File: src/include/jtp_defines.vh
// Constants for the test access port block
//
// Summary of operation
// - Controller steps on rising test clock edges, path chosen by sampled mode select.
// - Either instruction or one data register sits between data in and out.
// - Latched instruction picks the data register and how it behaves.
// - Identification, one-bit bypass and boundary-scan registers exist for board test.
// - Programming interface register selectable for serial memory programming.
// - Internal scan and break-point scan chains exist for debug only.
// - Exactly four pins: mode select, test clock, data in, data out.
// - Data in shifts into selected register; data out comes from it.
// - No test reset pin; the tester resets the controller with mode select.
// - Fuse unprogrammed: pins are plain port pins and controller held reset.
// - Fuse programmed, disable bit clear: inputs pulled high, port enabled.
// - Data out is driven from a falling test clock in a shift state to the next falling clock in Exit1; undriven otherwise.
// - Fuse delivered programmed, so the port is active by default.
// - Sixteen-state controller, in Test-Logic-Reset after power-on.
// - Every shift register moves least significant bit first.
// - Four-bit instructions; capture value 0x01 shifts out during instruction load.
// - Five test clocks with mode select high always reach Test-Logic-Reset.
`ifndef JTP_DEFINES_VH
`define JTP_DEFINES_VH

// Controller states
`define JTP_ST_RESET      4'h0
`define JTP_ST_IDLE       4'h1
`define JTP_ST_SEL_DR     4'h2
`define JTP_ST_CAP_DR     4'h3
`define JTP_ST_SHIFT_DR   4'h4
`define JTP_ST_EXIT1_DR   4'h5
`define JTP_ST_PAUSE_DR   4'h6
`define JTP_ST_EXIT2_DR   4'h7
`define JTP_ST_UPD_DR     4'h8
`define JTP_ST_SEL_IR     4'h9
`define JTP_ST_CAP_IR     4'hA
`define JTP_ST_SHIFT_IR   4'hB
`define JTP_ST_EXIT1_IR   4'hC
`define JTP_ST_PAUSE_IR   4'hD
`define JTP_ST_EXIT2_IR   4'hE
`define JTP_ST_UPD_IR     4'hF

// Instruction register
`define JTP_IR_W          4
`define JTP_IR_CAPTURE    4'h1
// Instruction codes
`define JTP_OP_EXTEST     4'h0
`define JTP_OP_IDCODE     4'h1
`define JTP_OP_SAMPLE     4'h2
`define JTP_OP_PROG_EN    4'h4
`define JTP_OP_PROG_CMD   4'h5
`define JTP_OP_PRIV0      4'h8
`define JTP_OP_PRIV1      4'h9
`define JTP_OP_BYPASS     4'hF

// Data register lengths
`define JTP_ID_W          32
`define JTP_BS_W          8
`define JTP_PG_W          16
`define JTP_SC_W          16

// Fuse delivered programmed
`define JTP_FUSE_DEFAULT  1'b1

`endif

File: src/logic/jtp_tap_port.v
// Test access port: controller, instruction and data registers, output buffer
`timescale 1ns/1ps
`default_nettype none
`include "jtp_defines.vh"

module jtp_tap_port #(
    parameter [31:0] ID_VALUE  = 32'h1234_5001,   // Arbitrary identification value
    parameter        BS_W      = `JTP_BS_W,
    parameter        PG_W      = `JTP_PG_W,
    parameter        SC_W      = `JTP_SC_W
) (
    input  wire            clk,
    input  wire            resetn,
    input  wire            tap_enable_fuse,
    input  wire            tap_disable_bit,
    input  wire            tck_pin,
    input  wire            tms_pin,
    input  wire            tdi_pin,
    output wire            tdo_out,
    output wire            tdo_oe,
    output wire            tap_active,
    output wire            tap_pullup_en,
    input  wire [BS_W-1:0] bs_capture,
    output reg  [BS_W-1:0] bs_update,
    input  wire [PG_W-1:0] prog_capture,
    output reg  [PG_W-1:0] prog_data,
    output wire            prog_valid,
    input  wire            prog_ready,
    input  wire [SC_W-1:0] scan_capture,
    output reg  [SC_W-1:0] scan_update,
    output reg  [SC_W-1:0] brk_update,
    output reg  [3:0]      instr_reg,
    output reg  [3:0]      tap_state_reg
);

////////////////////////////////////////////////////////////////////////////////
// Input synchronisers, two stages each
reg  [2:0] sync1_reg;
reg  [2:0] sync2_reg;
reg        tck_last_reg;
always @(posedge clk or negedge resetn) begin
    if (!resetn) begin
        sync1_reg    <= 3'h7;
        sync2_reg    <= 3'h7;
        tck_last_reg <= 1'b1;   // Matches the preset stage, so no false rise after reset
    end else begin
        sync1_reg    <= {tck_pin, tms_pin, tdi_pin};
        sync2_reg    <= sync1_reg;
        tck_last_reg <= sync2_reg[2];
    end
end

// Port enable; pins become plain port pins otherwise
assign tap_active    = tap_enable_fuse & ~tap_disable_bit;
assign tap_pullup_en = tap_active;

// Inputs read high when pulled up and undriven by tester logic
wire tms_s   = sync2_reg[1];
wire tdi_s   = sync2_reg[0];
wire tck_s   = sync2_reg[2];
wire tck_ris = tap_active & tck_s & ~tck_last_reg;
wire tck_fal = tap_active & ~tck_s & tck_last_reg;

////////////////////////////////////////////////////////////////////////////////
// Sixteen-state controller, no test reset pin
reg [3:0] state_next;
always @* begin
    case (tap_state_reg)
        `JTP_ST_RESET:    state_next = tms_s ? `JTP_ST_RESET    : `JTP_ST_IDLE;
        `JTP_ST_IDLE:     state_next = tms_s ? `JTP_ST_SEL_DR   : `JTP_ST_IDLE;
        `JTP_ST_SEL_DR:   state_next = tms_s ? `JTP_ST_SEL_IR   : `JTP_ST_CAP_DR;
        `JTP_ST_CAP_DR:   state_next = tms_s ? `JTP_ST_EXIT1_DR : `JTP_ST_SHIFT_DR;
        `JTP_ST_SHIFT_DR: state_next = tms_s ? `JTP_ST_EXIT1_DR : `JTP_ST_SHIFT_DR;
        `JTP_ST_EXIT1_DR: state_next = tms_s ? `JTP_ST_UPD_DR   : `JTP_ST_PAUSE_DR;
        `JTP_ST_PAUSE_DR: state_next = tms_s ? `JTP_ST_EXIT2_DR : `JTP_ST_PAUSE_DR;
        `JTP_ST_EXIT2_DR: state_next = tms_s ? `JTP_ST_UPD_DR   : `JTP_ST_SHIFT_DR;
        `JTP_ST_UPD_DR:   state_next = tms_s ? `JTP_ST_SEL_DR   : `JTP_ST_IDLE;
        `JTP_ST_SEL_IR:   state_next = tms_s ? `JTP_ST_RESET    : `JTP_ST_CAP_IR;
        `JTP_ST_CAP_IR:   state_next = tms_s ? `JTP_ST_EXIT1_IR : `JTP_ST_SHIFT_IR;
        `JTP_ST_SHIFT_IR: state_next = tms_s ? `JTP_ST_EXIT1_IR : `JTP_ST_SHIFT_IR;
        `JTP_ST_EXIT1_IR: state_next = tms_s ? `JTP_ST_UPD_IR   : `JTP_ST_PAUSE_IR;
        `JTP_ST_PAUSE_IR: state_next = tms_s ? `JTP_ST_EXIT2_IR : `JTP_ST_PAUSE_IR;
        `JTP_ST_EXIT2_IR: state_next = tms_s ? `JTP_ST_UPD_IR   : `JTP_ST_SHIFT_IR;
        `JTP_ST_UPD_IR:   state_next = tms_s ? `JTP_ST_SEL_DR   : `JTP_ST_IDLE;
        default:          state_next = `JTP_ST_RESET;
    endcase
end

// Disabled port holds the controller in reset
always @(posedge clk or negedge resetn) begin
    if (!resetn)
        tap_state_reg <= `JTP_ST_RESET;
    else if (!tap_active)
        tap_state_reg <= `JTP_ST_RESET;
    else if (tck_ris)
        tap_state_reg <= state_next;
end

wire st_shift_dr = (tap_state_reg == `JTP_ST_SHIFT_DR);
wire st_shift_ir = (tap_state_reg == `JTP_ST_SHIFT_IR);
wire st_cap_dr   = (tap_state_reg == `JTP_ST_CAP_DR);
wire st_upd_dr   = (tap_state_reg == `JTP_ST_UPD_DR);

////////////////////////////////////////////////////////////////////////////////
// Instruction register, reset selects identification
reg [3:0] ir_shift_reg;
always @(posedge clk or negedge resetn) begin
    if (!resetn) begin
        ir_shift_reg <= 4'h0;
        instr_reg    <= `JTP_OP_IDCODE;
    end else if (tap_state_reg == `JTP_ST_RESET) begin
        instr_reg    <= `JTP_OP_IDCODE;
    end else if (tck_ris) begin
        case (tap_state_reg)
            `JTP_ST_CAP_IR:   ir_shift_reg <= `JTP_IR_CAPTURE;
            `JTP_ST_SHIFT_IR: ir_shift_reg <= {tdi_s, ir_shift_reg[3:1]};
            `JTP_ST_UPD_IR:   instr_reg    <= ir_shift_reg;
            default:          ir_shift_reg <= ir_shift_reg;
        endcase
    end
end

////////////////////////////////////////////////////////////////////////////////
// Data registers, one chosen by the latched instruction
localparam SEL_BYP = 3'h0;
localparam SEL_ID  = 3'h1;
localparam SEL_BS  = 3'h2;
localparam SEL_PG  = 3'h3;
localparam SEL_SC  = 3'h4;
localparam SEL_BK  = 3'h5;
reg [2:0] dr_sel;
always @* begin
    case (instr_reg)
        `JTP_OP_IDCODE:   dr_sel = SEL_ID;
        `JTP_OP_EXTEST:   dr_sel = SEL_BS;
        `JTP_OP_SAMPLE:   dr_sel = SEL_BS;
        `JTP_OP_PROG_EN:  dr_sel = SEL_PG;
        `JTP_OP_PROG_CMD: dr_sel = SEL_PG;
        `JTP_OP_PRIV0:    dr_sel = SEL_SC;
        `JTP_OP_PRIV1:    dr_sel = SEL_BK;
        default:          dr_sel = SEL_BYP;
    endcase
end

reg            byp_reg;
reg [31:0]     id_reg;
reg [BS_W-1:0] bs_reg;
reg [PG_W-1:0] pg_reg;
reg [SC_W-1:0] sc_reg;
reg [SC_W-1:0] bk_reg;

// Two-entry buffer toward the programming engine
reg [PG_W-1:0] buf_mem [0:1];
reg            wr_ptr_reg;
reg            rd_ptr_reg;
reg [1:0]      cnt_reg;
wire buf_full  = (cnt_reg == 2'h2);
wire buf_push  = tck_ris & st_upd_dr & (dr_sel == SEL_PG) & ~buf_full;
wire buf_pop   = prog_valid & prog_ready;
assign prog_valid = (cnt_reg != 2'h0);
wire rd_ptr_next = buf_pop ? ~rd_ptr_reg : rd_ptr_reg;

always @(posedge clk or negedge resetn) begin
    if (!resetn) begin
        byp_reg     <= 1'b0;
        id_reg      <= 32'h0;
        bs_reg      <= {BS_W{1'b0}};
        pg_reg      <= {PG_W{1'b0}};
        sc_reg      <= {SC_W{1'b0}};
        bk_reg      <= {SC_W{1'b0}};
        bs_update   <= {BS_W{1'b0}};
        scan_update <= {SC_W{1'b0}};
        brk_update  <= {SC_W{1'b0}};
    end else if (tck_ris && st_cap_dr) begin
        byp_reg <= 1'b0;
        case (dr_sel)
            SEL_ID:  id_reg <= ID_VALUE;
            SEL_BS:  bs_reg <= bs_capture;
            SEL_PG:  pg_reg <= prog_capture;
            SEL_SC:  sc_reg <= scan_capture;
            SEL_BK:  bk_reg <= brk_update;
            default: byp_reg <= 1'b0;
        endcase
    end else if (tck_ris && st_shift_dr) begin
        case (dr_sel)
            SEL_ID:  id_reg  <= {tdi_s, id_reg[31:1]};
            SEL_BS:  bs_reg  <= {tdi_s, bs_reg[BS_W-1:1]};
            SEL_PG:  pg_reg  <= {tdi_s, pg_reg[PG_W-1:1]};
            SEL_SC:  sc_reg  <= {tdi_s, sc_reg[SC_W-1:1]};
            SEL_BK:  bk_reg  <= {tdi_s, bk_reg[SC_W-1:1]};
            default: byp_reg <= tdi_s;
        endcase
    end else if (tck_ris && st_upd_dr) begin
        case (dr_sel)
            SEL_BS:  bs_update   <= bs_reg;
            SEL_SC:  scan_update <= sc_reg;
            SEL_BK:  brk_update  <= bk_reg;
            default: byp_reg     <= byp_reg;
        endcase
    end
end

// Buffer pointers; a full buffer drops the update, tester must pace
always @(posedge clk or negedge resetn) begin
    if (!resetn) begin
        wr_ptr_reg <= 1'b0;
        rd_ptr_reg <= 1'b0;
        cnt_reg    <= 2'h0;
        prog_data  <= {PG_W{1'b0}};
    end else begin
        if (buf_push) begin
            buf_mem[wr_ptr_reg] <= pg_reg;
            wr_ptr_reg          <= ~wr_ptr_reg;
        end
        if (buf_pop)
            rd_ptr_reg <= ~rd_ptr_reg;
        cnt_reg   <= cnt_reg + {1'b0, buf_push} - {1'b0, buf_pop};
        // A word landing in the slot that becomes head skips the array read,
        // so prog_data is already valid in the first cycle of prog_valid
        if (buf_push && (wr_ptr_reg == rd_ptr_next))
            prog_data <= pg_reg;
        else
            prog_data <= buf_mem[rd_ptr_next];
    end
end

////////////////////////////////////////////////////////////////////////////////
// Output stage, changes on falling test clock
reg tdo_mux;
always @* begin
    if (st_shift_ir)
        tdo_mux = ir_shift_reg[0];
    else begin
        case (dr_sel)
            SEL_ID:  tdo_mux = id_reg[0];
            SEL_BS:  tdo_mux = bs_reg[0];
            SEL_PG:  tdo_mux = pg_reg[0];
            SEL_SC:  tdo_mux = sc_reg[0];
            SEL_BK:  tdo_mux = bk_reg[0];
            default: tdo_mux = byp_reg;
        endcase
    end
end

reg tdo_reg;
reg tdo_oe_reg;
always @(posedge clk or negedge resetn) begin
    if (!resetn) begin
        tdo_reg    <= 1'b0;
        tdo_oe_reg <= 1'b0;
    end else if (!tap_active) begin
        tdo_oe_reg <= 1'b0;
    end else if (tck_fal) begin
        tdo_reg    <= tdo_mux;
        tdo_oe_reg <= st_shift_ir | st_shift_dr;
    end
end
assign tdo_out = tdo_reg;
assign tdo_oe  = tdo_oe_reg;

endmodule
`default_nettype wire

File: config.mk
export PLATFORM = sky130hd
export DESIGN_NAME = jtp_tap_port
export DESIGN_NICKNAME = d
export VERILOG_FILES = /design/src/logic/jtp_tap_port.v
export VERILOG_INCLUDE_DIRS = /design/src /design/src/include
export SDC_FILE = /design/constraint.sdc
export NUM_CORES = 1
export LEC_CHECK = 0
export BUFFER_PORTS_ARGS = -buffer_cell sky130_fd_sc_hd__buf_2
export CORE_MARGIN = 5
export CORE_UTILIZATION = 45
export CTS_CLUSTER_DIAMETER = 80
export DETAILED_ROUTE_END_ITERATION = 6
export PLACE_DENSITY_LB_ADDON = 0.05
export SKIP_LAST_GASP = 1
export SYNTH_ARGS = -nofsm -noshare
export SYNTH_HDL_FRONTEND = slang
export SYNTH_SLANG_ARGS = --single-unit
File: constraint.sdc
create_clock -name clk -period 5.2 [get_ports clk]
set_input_delay 1.04 -clock clk [delete_from_list [all_inputs] [get_ports clk]]
set_output_delay 1.04 -clock clk [all_outputs]
set_load 0.02 [all_outputs]
==> summary.md <==
| Metric | Value |
|---|---|
| Status | `completed` |
| Post-route setup TNS | `0 ns` |
| Worst-path fanout max | `65` |
| Share of cells above drive strength 1 | `0.3015` |
| Hold Path Class | `reg2reg` |
| Fmax | `327.6 MHz` |
| Ports | `117` |
| Largest area contributor in the netlist | `dfrtp_1` |
| Cell area after synthesis | `0.008594 mm^2` |
| Final-stage net count | `913` |
| Synth async-reset ratio | `0.8416` |
| FF+latch count, synth | `202` |
| Final-report max-slew violation count | `0` |
| Area of the core | `0.01877 mm^2` |
| Vias in the first global route | `6023` |
| Maximum VDD drop | `0.0001999 V` |
| Worst-Skew Late Latency | `0.50 ns` |
| Critical-path cell list | `buf_2 -> nor4bb_1 -> nand2_2 -> buf_4 -> nand2_1 -> a31oi_1` |
| Worst path max stage delay | `1.04 ns` |
| Total track usage | `0.1759` |
| Cts bufs inserted | `22` |
| Prevailing post-synth register cell | `dfrtp_1` |
| Final worst path period need | `3.053 ns` |
| Final hold slack | `0.3545 ns` |
| Max_slew headroom | `0.1481` |
| Sequential fraction of the synthesis area | `0.6079` |
| Worst-margin pin slew | `1.261 ns` |
| Synthesis Warnings | `0` |
| Leak | `4.739 nW` |
| Cells after Synth | `762` |
| Pin count of the biggest net entering global routing | `66` |
| Highest-delay cell along the critical path | `nor4bb_1` |
| Data required, critical path | `5.56 ns` |
| Grt ovf | `0` |
| DR vias/cell | `5.272` |
| 1st-iter DRT viols | `286` |
| Final instance area | `0.01021 mm^2` |
| Inserted Diodes | `0` |
| Clk pin slew, worst setup/hold paths | `0.06 ns` |
| RSZ-0062 raised after global routing | `false` |
| Worst R2R Start | `sync2_reg[2]` |
| Worst Setup Start Kind | `primary input` |
| DR vias | `5868` |
| H-tree levels | `1` |
| Hold_buf cts | `0` |
| Launch point of the worst path | `tap_disable_bit` |
| Port bufs | `116` |
| Final wirelength | `18850 um` |
| Die Y | `148.2 um` |
| Root Buffer | `clkbuf_16` |
| Most common cell after layout, fill and taps aside | `nand2_1` |
| WL per Instance | `16.93 um` |
| Critical path class | `in2reg` |
| Initial antenna violation count | `2` |
| CTS tree | `built` |
| Die footprint | `0.02196 mm^2` |
| Die X | `148.2 um` |
| Commonest non-fill, non-tap cells in the layout | `nand2_1 (167), dfrtp_1 (162), buf_2 (115)` |
| Power per cell area | `341.7 mW/mm^2` |
| Initial Util | `0.4579` |
| Avg Cell Area, Syn | `11.28 um^2` |
| Hpwl dp | `12300 um` |
| Area contributors post-synth | `dfrtp_1 (47%), edfxtp_1 (11%), mux2_2 (9.3%)` |
| CP endpoint kind | `flip-flop` |
| Drc violations | `0` |
| Tot Pwr | `3.488 mW` |
| Num rows | `50` |
| Final hold vios | `0` |
| Count of flip-flops with a built-in enable after synthesis | `32` |
| Post_cts resized | `0` |
| Final Setup Violations | `0` |
| Max-cap violations | `0` |
| Post-synth top area share | `0.4717` |
| Number of distinct library cells after synthesis | `60` |
| CTS max path bufs | `3` |
| ANT nets after route | `0` |
| Routability Congestion | `0.7538` |
| Min-Delay Startpoint | `sync1_reg[0]` |
| Clk_skew | `0.008349 ns` |
| Postcts setup bufs | `0` |
| # clock sinks | `202` |
| CP arrival | `3.41 ns` |
| Placed inst area | `0.009340 mm^2` |
| Area delta synth->final | `18.79%` |
| Synthesized Nets | `812` |
| DR pass1 iterations | `4` |
| First-pass GRT wire length | `31570 um` |
| Tcrit/Tclk final | `0.5870` |
==> cells by family (layout without fill, tap and decap cells) <==
group / count (synthesis) / count (layout) / share of synthesized area
flip-flops: 202 / 202 / 0.6079
AND/OR/NAND/NOR: 287 / 287 / 0.1476
multiplexers: 78 / 78 / 0.1015
adder cells (fa/ha/maj): 2 / 2 / 0.002911
AO/OA/AOI/OAI: 131 / 131 / 0.1005
buffers and inverters: 56 / 173 / 0.03188
XOR/XNOR: 6 / 6 / 0.007715
==> per-stage QoR <==
step,util,setup WS [ns],instances
final,0.5440,2.147,1113
after global routing,0.5440,1.965,1113
after CTS,0.5440,2.148,1113
after detailed placement,0.4977,1.620,1073
after global placement,0.4977,1.659,1073
after floorplan,-,1.634,762
==> synth_stat cells (2+ instances only) <==
cell	count
a21oi_1	13
a2111oi_4	3
buf_6	3
nor4bb_1	2
dfstp_2	8
edfxtp_1	32
or2_2	2
o21ai_0	39
nor2b_1	8
clkbuf_1	27
nor2_1	74
nand2_1	168
mux2_1	2
a32o_1	2
a211oi_1	3
a31oi_1	57
dfrtp_1	162
buf_4	7
buf_2	12
nand3_1	2
nand4bb_1	2
nor3b_1	2
ha_1	2
a31o_2	2
xnor2_1	5
mux2i_1	5
nand3b_1	4
mux2_2	71
nor4b_1	2
nor3_1	5
inv_1	7
==> final cells by class <==
type / instances / area [um^2]
Timing Repair Buffer: 126 / 661.9
Tap cell: 234 / 292.8
Inverter: 7 / 26.28
Clock buffer: 29 / 658.1
Clock inverter: 11 / 211.5
Fill cell: 1662 / 8558
Multi-Input combinational cell: 504 / 3134
Sequential cell: 202 / 5225
==> worst max-delay path: cells and delay by family <==
family	cells	cell delay [ns]
AO/OA/AOI/OAI	1	0.09
buffers and inverters	2	0.60
AND/OR/NAND/NOR	3	1.64
==> path summary, 6_finish.rpt <==
path                             endpoint  cells past startpoint  slack [ns]
max                            bk_reg[11]                      6        2.15
min                          sync2_reg[0]                      0        0.35
max reg2reg                    bk_reg[11]                      5        2.23
min reg2reg                  sync2_reg[0]                      0        0.35
max in group asynchronous  scan_update[1]                      2        3.50
min in group asynchronous    prog_data[8]                      1        0.49
==> report_power, final <==
group | total [mW] | switching, mW | internal (mW) | leakage (nW)
Clock | 1.81 | 0.620 | 1.19 | 0.427
Sequential | 1.61 | 0.00688 | 1.61 | 2.72
Combinational | 0.0668 | 0.0448 | 0.0220 | 1.60
==> per-layer routing <==
layer	vias up	wire length (um)	track usage
li1	2844	-	-
met1	2869	8576	0.2400
met2	124	8815	0.2871
met3	27	1154	0.04296
met4	4	272	0.04157
met5	-	26	0
(Power assumes the default switching activity.)
